**src/hw/gcca_pkg.sv**
```systemverilog
// shared constants and types for the global configuration / clock activity block
package gcca_pkg;
    // ------------------------------------------------------------
    // geometry
    // ------------------------------------------------------------
    localparam int GCCA_GROUPS = 8;
    localparam int GCCA_PORTS = 8;
    localparam logic [2:0] GCCA_CONFIG_GROUP = 3'h0;
    // ------------------------------------------------------------
    // field positions of the global configuration word
    // ------------------------------------------------------------
    localparam int GCCA_TX_HI_LSB = 28;
    localparam int GCCA_RX_HI_LSB = 24;
    localparam int GCCA_TX_LO_LSB = 20;
    localparam int GCCA_RX_LO_LSB = 16;
    localparam int GCCA_RSVD_BIT = 15;
    localparam int GCCA_GAP_LSB = 12;
    localparam int GCCA_AUXCLK_BIT = 11;
    localparam int GCCA_PORTMAP_LSB = 0;
    // ------------------------------------------------------------
    // reset values and fixed words
    // ------------------------------------------------------------
    localparam logic [2:0] GCCA_GAP_RESET = 3'h0;
    localparam logic GCCA_AUXCLK_RESET = 1'b0;
    localparam logic [1:0] GCCA_PORTMAP_RESET = 2'h0;
    localparam logic [31:0] GCCA_DEAD_ACCESS = 32'hdeadacce;
    localparam logic [3:0] GCCA_GAP_BASE = 4'h4;
    // ------------------------------------------------------------
    // timing
    // ------------------------------------------------------------
    localparam int GCCA_CLK_PERIOD_NS = 25;
    localparam int GCCA_ABSENT_NS = 25600;
    localparam int GCCA_ABSENT_CYCLES = GCCA_ABSENT_NS / GCCA_CLK_PERIOD_NS;
    // ------------------------------------------------------------
    // types
    // ------------------------------------------------------------
    typedef enum logic [1:0] {
        GCCA_MAP_ONE_TO_ONE,
        GCCA_MAP_PAIRS,
        GCCA_MAP_QUADS,
        GCCA_MAP_RESERVED
    } gcca_portmap_t;

    typedef struct packed {
        logic [2:0] bus_release_gap;
        logic aux_clock_output_on;
        logic [1:0] portmap;
    } gcca_cfg_t;

    typedef struct packed {
        logic valid;
        logic [2:0] group;
        logic [31:0] data;
    } gcca_load_t;

    typedef struct packed {
        logic rd;
        logic wr;
        logic [2:0] group;
    } gcca_ram_req_t;
endpackage : gcca_pkg

```
**src/hw/gcca_global_config.sv**
```systemverilog
// global configuration register with line clock activity and aux bus controls
`timescale 1ns/100ps
module gcca_global_config
    import gcca_pkg::*;
#(
    parameter int GROUPS = gcca_pkg::GCCA_GROUPS,
    parameter int ABSENT_CYCLES = gcca_pkg::GCCA_ABSENT_CYCLES
) (
    // clock and reset
    input wire logic core_clk,
    input wire logic rst_b,
    // soft resets, one-cycle pulses
    input wire logic [GROUPS-1:0] soft_group_rst,
    input wire logic soft_chip_rst,
    // serial port line clocks
    input wire logic [GROUPS-1:0] tx_line_clock,
    input wire logic [GROUPS-1:0] rx_line_clock,
    // descriptor load from shared memory
    input wire gcca_pkg::gcca_load_t desc_load,
    // register read port
    input wire logic reg_rd,
    output logic reg_rd_valid_q,
    output logic [31:0] reg_rd_data_q,
    // group ram gate
    input wire gcca_pkg::gcca_ram_req_t ram_req,
    input wire logic [31:0] ram_rdata,
    output logic ram_wr_allow,
    output logic ram_rd_valid_q,
    output logic [31:0] ram_rd_data_q,
    // expansion bus release pacing
    input wire logic bus_released,
    output logic bus_request_ok,
    // aux bus clock pin
    output logic aux_bus_clock_o,
    output logic aux_bus_clock_oe
);
    import gcca_pkg::*;

    // ------------------------------------------------------------
    // parameter checks
    // ------------------------------------------------------------
    initial begin
        if (GROUPS != 8) $error("gcca_global_config: register layout serves exactly 8 groups");
        if (ABSENT_CYCLES < 2) $error("gcca_global_config: ABSENT_CYCLES too small");
    end

    gcca_cfg_t cfg_q;
    logic [GROUPS-1:0] tx_seen;
    logic [GROUPS-1:0] rx_seen;
    logic [GROUPS-1:0] tx_present;
    logic [GROUPS-1:0] rx_present;
    logic [GROUPS-1:0] tx_sel_clk;
    logic [GROUPS-1:0] rx_sel_clk;
    logic [GROUPS-1:0] grp_clear;
    logic [3:0] gap_cnt_q;
    logic [31:0] word;
    logic grp_alive;

    // ------------------------------------------------------------
    // configuration load, group 0 copy only
    // ------------------------------------------------------------
    // other groups' copies are ignored so a stale copy can never win
    // descriptor words are only read here, nothing goes back to memory
    always_ff @(posedge core_clk or negedge rst_b) begin
        if (!rst_b) begin
            cfg_q.bus_release_gap <= GCCA_GAP_RESET;
            cfg_q.aux_clock_output_on <= GCCA_AUXCLK_RESET;
            cfg_q.portmap <= GCCA_PORTMAP_RESET;
        end else if (desc_load.valid && desc_load.group == GCCA_CONFIG_GROUP) begin
            cfg_q.bus_release_gap <= desc_load.data[GCCA_GAP_LSB +: 3];
            cfg_q.aux_clock_output_on <= desc_load.data[GCCA_AUXCLK_BIT];
            cfg_q.portmap <= desc_load.data[GCCA_PORTMAP_LSB +: 2];
        end
    end

    // ------------------------------------------------------------
    // port to group clock routing
    // ------------------------------------------------------------
    always_comb begin
        for (int g = 0; g < GROUPS; g++) begin
            case (gcca_portmap_t'(cfg_q.portmap))
                GCCA_MAP_PAIRS: begin
                    tx_sel_clk[g] = tx_line_clock[g / 2];
                    rx_sel_clk[g] = rx_line_clock[g / 2];
                end
                GCCA_MAP_QUADS: begin
                    tx_sel_clk[g] = tx_line_clock[g / 4];
                    rx_sel_clk[g] = rx_line_clock[g / 4];
                end
                // reserved code falls back to one port per group
                default: begin
                    tx_sel_clk[g] = tx_line_clock[g];
                    rx_sel_clk[g] = rx_line_clock[g];
                end
            endcase
        end
    end

    // ------------------------------------------------------------
    // group clears
    // ------------------------------------------------------------
    assign grp_clear = soft_group_rst | {GROUPS{soft_chip_rst}};

    // ------------------------------------------------------------
    // activity detectors
    // ------------------------------------------------------------
    // each: two-flop sync, set on second edge, held until a read or a group clear clears it
    for (genvar g = 0; g < GROUPS; g++) begin : g_grp
        gcca_clk_seen #(.ABSENT_CYCLES(ABSENT_CYCLES)) u_tx (
            .core_clk(core_clk),
            .rst_b(rst_b),
            .line_clock(tx_sel_clk[g]),
            .grp_clear(grp_clear[g]),
            .read_clear(reg_rd),
            .seen_q(tx_seen[g]),
            .present(tx_present[g])
        );
        gcca_clk_seen #(.ABSENT_CYCLES(ABSENT_CYCLES)) u_rx (
            .core_clk(core_clk),
            .rst_b(rst_b),
            .line_clock(rx_sel_clk[g]),
            .grp_clear(grp_clear[g]),
            .read_clear(reg_rd),
            .seen_q(rx_seen[g]),
            .present(rx_present[g])
        );
    end

    // ------------------------------------------------------------
    // register read
    // ------------------------------------------------------------
    always_comb begin
        word = '0; // reserved and omitted fields read zero
        word[GCCA_TX_HI_LSB +: 4] = tx_seen[7:4];
        word[GCCA_RX_HI_LSB +: 4] = rx_seen[7:4];
        word[GCCA_TX_LO_LSB +: 4] = tx_seen[3:0];
        word[GCCA_RX_LO_LSB +: 4] = rx_seen[3:0];
        word[GCCA_GAP_LSB +: 3] = cfg_q.bus_release_gap;
        word[GCCA_AUXCLK_BIT] = cfg_q.aux_clock_output_on;
        word[GCCA_PORTMAP_LSB +: 2] = cfg_q.portmap;
    end

    always_ff @(posedge core_clk or negedge rst_b) begin
        if (!rst_b) begin
            reg_rd_valid_q <= 1'b0;
        end else begin
            reg_rd_valid_q <= reg_rd;
        end
    end

    // word holds until the next read, so a slow host still sees it
    always_ff @(posedge core_clk or negedge rst_b) begin
        if (!rst_b) begin
            reg_rd_data_q <= '0;
        end else if (reg_rd) begin
            reg_rd_data_q <= word;
        end
    end

    // ------------------------------------------------------------
    // group ram gate
    // ------------------------------------------------------------
    // both directions must run: the group logic needs its own clocks
    assign grp_alive = tx_present[ram_req.group] && rx_present[ram_req.group];
    assign ram_wr_allow = ram_req.wr && grp_alive;

    always_ff @(posedge core_clk or negedge rst_b) begin
        if (!rst_b) begin
            ram_rd_valid_q <= 1'b0;
        end else begin
            ram_rd_valid_q <= ram_req.rd;
        end
    end

    // an absent group never leaks stale ram contents
    always_ff @(posedge core_clk or negedge rst_b) begin
        if (!rst_b) begin
            ram_rd_data_q <= '0;
        end else if (ram_req.rd) begin
            ram_rd_data_q <= grp_alive ? ram_rdata : GCCA_DEAD_ACCESS;
        end
    end

    // ------------------------------------------------------------
    // expansion bus release gap
    // ------------------------------------------------------------
    // aux clock is core clock inverted, so one aux period is one cycle
    always_ff @(posedge core_clk or negedge rst_b) begin
        if (!rst_b) begin
            gap_cnt_q <= '0;
        end else if (bus_released) begin
            gap_cnt_q <= {1'b0, cfg_q.bus_release_gap} + GCCA_GAP_BASE;
        end else if (gap_cnt_q != 4'h0) begin
            gap_cnt_q <= gap_cnt_q - 4'h1;
        end
    end

    assign bus_request_ok = (gap_cnt_q == 4'h0) && !bus_released;

    // ------------------------------------------------------------
    // aux bus clock pin
    // ------------------------------------------------------------
    assign aux_bus_clock_o = ~core_clk;
    // oe low leaves the pad undriven; the pad cell does the tristate
    assign aux_bus_clock_oe = cfg_q.aux_clock_output_on;
endmodule : gcca_global_config

```
**src/hw/gcca_clk_seen.sv**
```systemverilog
// per-group line clock activity detector
`timescale 1ns/100ps
module gcca_clk_seen #(
    parameter int ABSENT_CYCLES = 1024
) (
    // clock and reset
    input wire logic core_clk,
    input wire logic rst_b,
    // line clock and controls
    input wire logic line_clock,
    input wire logic grp_clear,
    input wire logic read_clear,
    // status
    output logic seen_q,
    output logic present
);
    localparam int CW = $clog2(ABSENT_CYCLES + 1);
    localparam logic [CW-1:0] TO_MAX = CW'(ABSENT_CYCLES);

    initial begin
        if (ABSENT_CYCLES < 2) $error("gcca_clk_seen: ABSENT_CYCLES too small");
    end

    logic sync1_q;
    logic sync2_q;
    logic prev_q;
    logic first_q;
    logic [CW-1:0] idle_q;
    logic rise;

    // ------------------------------------------------------------
    // synchroniser
    // ------------------------------------------------------------
    always_ff @(posedge core_clk or negedge rst_b) begin
        if (!rst_b) begin
            sync1_q <= 1'b0;
            sync2_q <= 1'b0;
            prev_q <= 1'b0;
        end else begin
            sync1_q <= line_clock;
            sync2_q <= sync1_q;
            prev_q <= sync2_q;
        end
    end

    assign rise = sync2_q && !prev_q;

    // ------------------------------------------------------------
    // activity bit: second edge while clear; set beats read clear
    // ------------------------------------------------------------
    always_ff @(posedge core_clk or negedge rst_b) begin
        if (!rst_b) begin
            seen_q <= 1'b0;
            first_q <= 1'b0;
        end else if (grp_clear) begin
            seen_q <= 1'b0;
            first_q <= 1'b0;
        end else if (rise && !seen_q && first_q) begin
            seen_q <= 1'b1;
            first_q <= 1'b0;
        end else if (rise && !seen_q) begin
            first_q <= !read_clear;
        end else if (read_clear) begin
            seen_q <= 1'b0;
            first_q <= 1'b0;
        end
    end

    // ------------------------------------------------------------
    // absence: no edge for a whole timeout window
    // ------------------------------------------------------------
    always_ff @(posedge core_clk or negedge rst_b) begin
        if (!rst_b) begin
            idle_q <= TO_MAX;
        end else if (rise) begin
            idle_q <= '0;
        end else if (idle_q != TO_MAX) begin
            idle_q <= idle_q + CW'(1);
        end
    end

    assign present = (idle_q != TO_MAX);
endmodule : gcca_clk_seen

```
**config.mk**
```make
export PLATFORM = sky130hd
export DESIGN_NAME = gcca_global_config
export DESIGN_NICKNAME = d
export VERILOG_FILES = /design/src/hw/gcca_pkg.sv /design/src/hw/gcca_global_config.sv /design/src/hw/gcca_clk_seen.sv
export SDC_FILE = /design/constraint.sdc
export NUM_CORES = 1
export LEC_CHECK = 0
export BUFFER_PORTS_ARGS = -buffer_cell sky130_fd_sc_hd__buf_4
export CAP_MARGIN = 15
export CORE_MARGIN = 10
export CORE_UTILIZATION = 63
export CTS_CLUSTER_SIZE = 25
export DETAILED_ROUTE_END_ITERATION = 8
export PLACE_DENSITY = 0.85
export SLEW_MARGIN = 10
export SYNTH_ARGS = -nofsm -noshare
export SYNTH_HDL_FRONTEND = slang
export SYNTH_SLANG_ARGS = --single-unit
```
**constraint.sdc**
```tcl
create_clock -name core_clk -period 6.4 [get_ports core_clk]
set_clock_uncertainty 0.15 [all_clocks]
set_input_delay 1.28 -clock core_clk [delete_from_list [all_inputs] [get_ports core_clk]]
set_output_delay 1.28 -clock core_clk [all_outputs]
set_load 0.005 [all_outputs]
```
==> results of run 1 <==
[stage by stage]
step	instances	power (mW)	hold slack, ns
after floorplan	1385	3.54	0.181
after global placement	1767	3.88	0.182
after detailed placement	1767	3.97	0.186
after CTS	1830	6.07	0.200
after global routing	1830	6.37	0.201
final	1830	6.04	0.199
[final timing paths]
check,slack [ns],startpoint,to,cells after the start
worst max register to register,4.04,g_grp[3].u_rx.idle_q[7],ram_rd_data_q[12],6
max in group asynchronous,4.00,rst_b,g_grp[7].u_tx.idle_q[3],2
worst max-delay path,1.10,core_clk,aux_bus_clock_o,5
worst min register to register,0.20,g_grp[1].u_rx.sync1_q,g_grp[1].u_rx.sync2_q,0
worst min-delay path,0.20,g_grp[1].u_rx.sync1_q,g_grp[1].u_rx.sync2_q,0
min in group asynchronous,0.78,rst_b,g_grp[3].u_tx.seen_q,1
[flip-flops by register name, indices dropped and copies added, names as in the netlist, 22 cells and up]
signal and flops:
g_grp.u_rx.idle_q 88, g_grp.u_tx.idle_q 88, ram_rd_data_q 32, reg_rd_data_q 22
[synth_stat cells (18+ instances only)]
cell and count:
a31oi_1 20, inv_1 75, dfrtp_1 306, nor2_1 199, ha_1 36, nor2b_1 45, and3_1 18, clkbuf_1 30
xor2_1 88, nand2_1 71, mux2_2 47, o21ai_0 22, nand4_1 33, nor3_1 34, a21oi_1 66, xnor2_1 53
nand3_1 82, or3_1 24, nor4_1 29
[cell usage in the layout, fill, tap and decap left out, types with 36 or more instances in the layout]
master     netlist  routed
xor2_1          88      88
buf_4           10     141
nor2_1         199     199
nor2b_1         45      45
a21oi_1         66      66
dfrtp_1        306     306
ha_1            36      36
mux2_2          47      47
nand3_1         82      82
clkbuf_16        0      37
inv_1           75      75
nand2_1         71      71
xnor2_1         53      53
[where the power goes]
group          internal, mW  switching, mW
Sequential             2.40          0.341
Combinational         0.543          0.681
Clock                  1.23          0.846
Total                  4.17           1.87
[cell families (layout without fill, tap and decap cells)]
group	Yosys count	after routing	synth area share [%]
muxes	48	48	3.74
xor gates and xnor gates	141	141	8.56
DFF	322	322	56.0
other	1	10	0.0260
AOI/OAI and AO/OA	136	136	5.48
and+or+nand+nor	571	571	19.5
buffers and inverters	121	281	3.56
adders and majority gates	36	36	3.12
[area by class of cell]
type,instances,area [µm²]
Clock buffer,43,982
Clock inverter,22,210
Fill cell,1469,5710
Inverter,74,278
Multi-Input combinational cell,942,5870
Sequential cell,322,8080
Tap cell,285,357
Timing Repair Buffer,142,1090
[per-layer routing]
metal / share of wire (%) / vias up / track usage [%] / routed length [µm]
met1: 41 / 5109 / 26.2 / 12800
met4: 2.5 / 0 / 6.73 / 765
met2: 48 / 280 / 35.3 / 15000
met3: 7.8 / 69 / 6.81 / 2430
li1: - / 4928 / - / -
met5: 0 / - / 0 / 0
==> results by group, run 1 <==
Clock network
  • Reg clk slew, reported paths: approximately 0.06 ns
  • CTS tree: done
  • Post-CTS Setup Bufs: 0
  • CTS H-Tree Depth: 2
  • Clk_lat worst skew: roughly 0.5 ns
  • Clk root buf: clkbuf_16
  • Clk buf depth: 3
  • Post-CTS Hold Fix Bufs: 0
  • Post-cts resize count: 0
  • Number of CTS-inserted buffers: 35

Power
  • Pleak: between 7 and 8 nW
  • PD cells: between 300 and 400 mW/mm²
  • Peak supply drop: approximately 0.42 mV

Cells and area
  • Share of cells above drive strength 1: 17.8%
  • Antenna cells: 0
  • Nets@finish: 1,657
  • Final Util: between 70% and 80%
  • Fin area: about 0.017 mm²
  • Area grow syn2layout: 16.9%

Drt
  • Final WL: between 30,000 and 40,000 µm
  • Via density: ~5.7
  • Post-route DRC: 0
  • Final ANT Viol Nets: 0
  • 1st-iter DRT viols: ~640
  • Via count: 10,400
  • Routed len/inst: 16.9 µm
  • DR pass1 iterations: 5

Critical path
  • Cells along the critical path: clkbuf_16, clkbuf_16, clkbuf_16, inv_1, buf_4
  • Slowest CP cell: clkbuf_16
  • Critical path capture point type: output pin
  • CP max stage delay: approximately 0.19 ns
  • Top Family by Delay on Critical Path: buffers and inverters
  • Arrival time worst endpoint: just under 4 ns
  • Critical Path Source Type: clock port
  • Buf+Inv Stages, Crit Path: 5
  • CP required: between 4 and 5 ns
  • CP dominant cell by count: clkbuf_16
  • Setup Crit Path Kind: clock port to output pin
  • Crit Path Max Fanout: 11

Timing
  • RSZ-0062 raised after global routing: no
  • Worst rel slew slack: about 30%
  • Worst slew pin tran: around 1.1 ns
  • TNS Setup: 0 ns
  • Final hold viol count: 0
  • Slew Limit Fails: 0
  • Setup ws final: between 1 and 1.5 ns
  • Final setup violation count: 0

Yosys
  • Syn avg cell area: approximately 10 µm²
  • Synth top area share: between 50% and 60%
  • Register area share after synthesis: 56.0%
  • Netlist Area Pre-Place: 0.0144 mm²
  • Asr flop ratio synth: 100%
  • Top post-synthesis cells by area: dfrtp_1 (53%), xor2_1 (5.3%), nor2_1 (5.2%)
  • Post-synth cell types: 44
  • Yosys reg bits: ~320
  • Cells after synthesis: roughly 1,400
  • Number of synthesized flops with an enable pin: 0
  • Synth Warn #: 0
  • Top cell type by total area after synthesis: dfrtp_1
  • Synth Flop Type: dfrtp_1

GRT
  • Overflow after GRT: 0
  • Vias in the first global route: 10,700
  • Largest net degree at the start of global routing: between 100 and 150
  • Global Route Usage Sum: 21.4%
  • First-pass GRT wire length: ~52,000 µm
  • Initial antenna violation count: 0

Floorplan
  • Die X: between 150 and 200 µm
  • Initial core utilization: 63.9%
  • Core Footprint: ~0.023 mm²
  • I/O pin total: around 170
  • Die span in y: ~170 µm
  • Area of the die: between 0.02 and 0.03 mm²
  • FP Rows: between 50 and 60

Placement
  • DP Worst Slack: 1.65 ns
  • DP Area: ~0.016 mm²
  • Placer congestion estimate: between 0.8 and 0.9
  • DP HPWL: between 20,000 and 25,000 µm
  • I/O Buffers: 135

Run
  • Max-cap violation count: 0

Run status
  • Outcome: finished clean

Hold path
  • Worst hold path class: register to register
Note: power is estimated with default switching activity, not from simulation.
==> inputs of run 2 (changes only) <==
CORE_UTILIZATION = 58   (was 63)
PLACE_DENSITY = 0.79   (was 0.85)
clock period = 4.9 ns   (was 6.4 ns; I/O delays follow)
==> results by group, run 2 (synthesis gave the netlist of run 1 again) <==
Run status
  • Outcome: finished clean

Floorplan
  • Initial core utilization: 59.2% (-4.8 points)
  • Die span in y: 178 µm (+3.7%)
  • Core Footprint: 0.0244 mm² (+8.1%)
  • Area of the die: 0.0316 mm² (+7.6%)
  • Die X: 178 µm (+3.7%)
  • FP Rows: 57 (+3.6%)
  • I/O pin total: 172 (unchanged)

Drt
  • Routed len/inst: 15.8 µm (-6.6%)
  • Via density: 5.42 (-4.5%)
  • Via count: 10,100 (-2.6%)
  • DR pass1 iterations: 5 (unchanged)
  • Final WL: 29,500 µm (-4.8%)
  • Post-route DRC: 0 (unchanged)
  • 1st-iter DRT viols: 617 (-3.7%)
  • Final ANT Viol Nets: 0 (unchanged)

Cells and area
  • Share of cells above drive strength 1: 17.4% (-0.37 points)
  • Commonest cells after routing, fill and taps aside: dfrtp_1 (306), nor2_1 (199), buf_4 (140), xor2_1 (88), nand3_1 (82)
  • Area grow syn2layout: 17.2%
  • Final Util: 69.4% (-5.3 points)
  • Nets@finish: 1,656 (-0.060%)
  • Fin area: 0.0169 mm² (+0.33%)
  • Antenna cells: 0 (unchanged)
  • Biggest regs: g_grp.u_rx.idle_q: 88 flops, g_grp.u_tx.idle_q: 88 flops, ram_rd_data_q: 32 flops
  • Most common cell after layout, fill and taps aside: dfrtp_1

Critical path
  • Arrival time worst endpoint: 3.11 ns (-0.76 ns)
  • Critical Path Source Type: clock port
  • Crit Path Max Fanout: 12 (+1)
  • Critical path capture point type: output pin
  • Setup Crit Path Kind: clock port to output pin
  • CP required: 3.77 ns (-1.20 ns)

Clock network
  • Clk buf depth: 3 (unchanged)
  • CTS tree: done
  • CTS H-Tree Depth: 2 (unchanged)
  • Post-CTS Setup Bufs: 0 (unchanged)
  • Number of CTS-inserted buffers: 35 (unchanged)
  • Post-CTS Hold Fix Bufs: 0 (unchanged)
  • Post-cts resize count: 0 (unchanged)
  • Clk_lat worst skew: 0.51 ns (about the same)
  • Reg clk slew, reported paths: 0.06 ns (about the same)
  • Clk root buf: clkbuf_16

Power
  • PD cells: 464 mW/mm² (+30%)
  • Clock Power Share: 34.8% (+0.4 points)
  • Pleak: 7.78 nW (-0.11%)
  • Switching portion of total power: 30.0% (-0.94 points)
  • Peak supply drop: 0.286 mV (-32%)
  • Comb power frac: 19.8% (-0.5 points)
  • Psw: 2.36 mW (+26%)
  • Internal power: 5.49 mW (+32%)
  • Seq pwr share: 45.4% (about the same)

Timing
  • Final hold viol count: 0 (unchanged)
  • Setup ws final: 0.663 ns (-0.441 ns)
  • Worst rel slew slack: 34.0% (+4.8 points)
  • Slew Limit Fails: 0 (unchanged)
  • RSZ-0062 raised after global routing: no
  • Worst slew pin tran: 0.987 ns (-0.0743 ns)
  • Final setup violation count: 0 (unchanged)
  • WHS: 0.200 ns (+0.000590 ns)
  • TNS Setup: 0 ns (unchanged)

GRT
  • Global Route Usage Sum: 18.8% (-2.6 points)
  • Overflow after GRT: 0 (unchanged)
  • Vias in the first global route: 10,200 (-5.0%)
  • First-pass GRT wire length: 49,600 µm (-4.1%)
  • Initial antenna violation count: 0 (unchanged)
  • Largest net degree at the start of global routing: 98 (-32%)

Placement
  • DP HPWL: 20,000 µm (-0.33%)
  • DP Worst Slack: 1.20 ns (-0.450 ns)
  • I/O Buffers: 135 (unchanged)
  • DP Area: 0.0157 mm² (+0.26%)
  • Placer congestion estimate: 0.813 (-1.4%)

Hold path
  • Worst hold path class: register to register

Run
  • Max-cap violation count: 0 (unchanged)
## run 2: cell types whose count changed in the layout (fill, tap and decap cells not counted), moves of 2 or more
cell | previous run | this run
inv_6 | 0 | 2
clkbuf_16 | 37 | 35
clkbuf_8 | 3 | 8
inv_8 | 2 | 0
clkbuf_1 | 2 | 5
clkinv_2 | 11 | 2
## run 2: worst paths after layout
path,end,from,cells past startpoint,slack [ns]
max in group asynchronous,g_grp[0].u_tx.idle_q[7],rst_b,2,3.11
worst min-delay path,g_grp[7].u_tx.sync2_q,g_grp[7].u_tx.sync1_q,0,0.20
worst max-delay path,aux_bus_clock_o,core_clk,5,0.66
min in group asynchronous,g_grp[4].u_tx.idle_q[8],rst_b,1,0.31
worst max register to register,ram_rd_data_q[4],g_grp[4].u_rx.idle_q[7],6,2.56
worst min register to register,g_grp[7].u_tx.sync2_q,g_grp[7].u_tx.sync1_q,0,0.20
## run 2: critical path: stages
cell and delay [ns]:
clkbuf_16 0.15, clkbuf_16 0.19, clkbuf_16 0.17, inv_1 0.05, buf_4 0.10
## run 2: per-stage QoR
stage                     power, mW  instances
final                          7.85       1867
after global routing           8.32       1867
after CTS                      7.93       1867
after detailed placement       5.17       1805
after global placement         5.08       1805
after floorplan                4.63       1385
## run 2: power by group through the flow
| stage | registers [mW] | logic, mW | clock network (mW) |
|---|---|---|---|
| after floorplan | 3.49 | 1.13 | 0.00467 |
| after global placement | 3.57 | 1.49 | 0.0162 |
| after detailed placement | 3.59 | 1.56 | 0.0162 |
| after CTS | 3.56 | 1.58 | 2.79 |
| after global routing | 3.64 | 1.79 | 2.89 |
| final | 3.56 | 1.55 | 2.73 |
## run 2: layer usage
layer	vias to the layer above	GRT usage [%]	wire, µm
li1	4932	-	-
met1	4955	23.9	12800
met2	189	30.5	14000
met3	42	6.03	2120
met4	0	5.00	578
met5	-	0	0
## run 2: area by class of cell
cell class	instances	area [µm²]
multi-input cells	942	5870
clock buffers	49	1010
inverters	74	278
well taps	324	405
flip-flops and latches	322	8080
repair buffers	141	1080
clock inverters	15	195
fillers	1805	7470
==> inputs of run 3 (changes only) <==
PLACE_DENSITY = 0.81   (was 0.79)
==> results by group, run 3 (synthesis gave the netlist of run 1 again) <==
Critical path
  • Crit Path Max Fanout: 11 (-1)
  • Setup Crit Path Kind: clock port to output pin
  • R2R depth: 6 (unchanged)
  • Reg2reg setup slack: 2.53 ns (-0.03 ns)
  • Reg-to-Reg Start: g_grp[7].u_tx.idle_q[2]
  • CP required: 3.77 ns (about the same)
  • Critical Path Source Type: clock port
  • Critical path capture point type: output pin
  • Arrival time worst endpoint: 3.11 ns (about the same)
  • Reg2reg end: ram_rd_data_q[0]

Timing
  • Worst rel slew slack: 29.6% (-4.4 points)
  • Final hold viol count: 0 (unchanged)
  • Slew Limit Fails: 0 (unchanged)
  • Final setup violation count: 0 (unchanged)
  • Worst slew pin tran: 1.05 ns (+0.0665 ns)
  • TNS Setup: 0 ns (unchanged)
  • RSZ-0062 raised after global routing: no

Power
  • Psw: 2.36 mW (+0.31%)
  • Internal power: 5.53 mW (+0.68%)
  • Clock Power Share: 34.8% (about the same)
  • Seq pwr share: 45.1% (-0.3 points)
  • Switching portion of total power: 29.9% (-0.076 points)
  • PD cells: 466 mW/mm² (+0.36%)
  • PnR Total Power: 7.89 mW (+0.57%)
  • Peak supply drop: 0.347 mV (+22%)
  • Comb power frac: 20.1% (+0.3 points)
  • Pleak: 7.81 nW (+0.38%)

Clock network
  • Post-CTS Setup Bufs: 0 (unchanged)
  • CTS tree: done
  • Reg clk slew, reported paths: 0.06 ns (about the same)
  • Clk buf depth: 3 (unchanged)
  • Clk_lat worst skew: 0.51 ns (about the same)
  • Clk root buf: clkbuf_16
  • Number of CTS-inserted buffers: 35 (unchanged)
  • CTS H-Tree Depth: 2 (unchanged)
  • Post-cts resize count: 0 (unchanged)
  • Post-CTS Hold Fix Bufs: 0 (unchanged)

Drt
  • 1st-iter DRT viols: 586 (-5.0%)
  • Final ANT Viol Nets: 0 (unchanged)
  • DR pass1 iterations: 5 (unchanged)
  • Final WL: 30,000 µm (+1.6%)
  • Routed len/inst: 16.0 µm (+1.5%)
  • Via density: 5.43 (+0.28%)
  • Via count: 10,200 (+0.39%)
  • Post-route DRC: 0 (unchanged)

Cells and area
  • Area grow syn2layout: 17.5%
  • Biggest regs: g_grp.u_rx.idle_q: 88 flops, g_grp.u_tx.idle_q: 88 flops, ram_rd_data_q: 32 flops
  • Register area: 0.00808 mm² (unchanged)
  • Most common cell after layout, fill and taps aside: dfrtp_1
  • Commonest cells after routing, fill and taps aside: dfrtp_1 (306), nor2_1 (199), buf_4 (141), xor2_1 (88), nand3_1 (82)
  • Multi-input gate area: 0.00587 mm² (unchanged)
  • Fillcell total: 1,743 (-3.4%)
  • Final Util: 69.5% (+0.14 points)
  • Share of cells above drive strength 1: 17.6% (+0.18 points)
  • Nets@finish: 1,658 (+0.12%)
  • Fin area: 0.0170 mm² (+0.21%)

Floorplan
  • Initial core utilization: 59.2% (unchanged)
  • FP Rows: 57 (unchanged)
  • Area of the die: 0.0316 mm² (unchanged)
  • Die span in y: 178 µm (unchanged)
  • I/O pin total: 172 (unchanged)
  • Die X: 178 µm (unchanged)
  • Core Footprint: 0.0244 mm² (unchanged)

GRT
  • Initial antenna violation count: 1 (+1)
  • Overflow after GRT: 0 (unchanged)
  • First-pass GRT wire length: 50,600 µm (+2.2%)
  • Largest net degree at the start of global routing: 117 (+19%)
  • Vias in the first global route: 10,500 (+3.1%)
  • Global Route Usage Sum: 19.1% (+0.27 points)

Placement
  • DP HPWL: 20,200 µm (+1.4%)
  • I/O Buffers: 135 (unchanged)
  • DP Area: 0.0158 mm² (+0.17%)
  • Placer congestion estimate: 0.810 (-0.38%)

Hold path
  • Hold EP: g_grp[3].u_rx.sync2_q
  • Critical hold path startpoint: g_grp[3].u_rx.sync1_q
  • Worst hold path class: register to register
  • Hold path depth: 0 (unchanged)

Run status
  • Outcome: finished clean

Run
  • Max-cap violation count: 0 (unchanged)
run 3: changes by cell type in the layout (fill, tap and decap cells not counted), moves of 2 or more:
cell | previous run | this run
clkbuf_1 | 5 | 3
clkinv_2 | 2 | 6
clkinv_4 | 2 | 0
clkinvlp_4 | 3 | 1
run 3: power groups by stage:
stage | Combinational (mW) | Clock, mW | Sequential [mW]
floorplan | 1.13 | 0.00467 | 3.49
global placement | 1.50 | 0.0162 | 3.56
detailed placement | 1.58 | 0.0162 | 3.59
CTS | 1.61 | 2.79 | 3.56
global route | 1.83 | 2.91 | 3.63
finish | 1.59 | 2.75 | 3.56
run 3: worst max-delay path by stage:
stage / start / to
4_1_cts: core_clk / aux_bus_clock_o
5_1_grt: core_clk / aux_bus_clock_o
3_5_place_dp: core_clk / aux_bus_clock_o
6_report: core_clk / aux_bus_clock_o
2_1_floorplan: core_clk / aux_bus_clock_o
3_3_place_gp: core_clk / aux_bus_clock_o
run 3: worst max-delay path, stage by stage:
cell and delay, ns:
clkbuf_16 0.15, clkbuf_16 0.19, clkbuf_16 0.17, inv_1 0.05, buf_4 0.10
run 3: per-stage QoR:
stage | instances | hold WS (ns) | setup WS, ns
after global routing | 1869 | 0.200 | 0.640
after CTS | 1868 | 0.190 | 0.645
final | 1869 | 0.188 | 0.661
after floorplan | 1385 | 0.181 | 1.28
after global placement | 1807 | 0.182 | 1.20
after detailed placement | 1807 | 0.185 | 1.20
run 3: layout make-up:
cell class	instances	area share (%)
antenna	1	0.0148
clock buffer	46	5.84
clock inverter	17	1.31
inverter	74	1.64
multi-input combinational	942	34.6
sequential	322	47.6
tap	324	2.39
timing repair buffer	143	6.52
run 3: layer usage:
layer	share of wire (%)	track usage, %	vias up
met1	42	23.8	4976
met5	0	0	-
met3	7.4	5.97	47
li1	-	-	4920
met4	1.8	5.07	0
met2	48	31.5	214
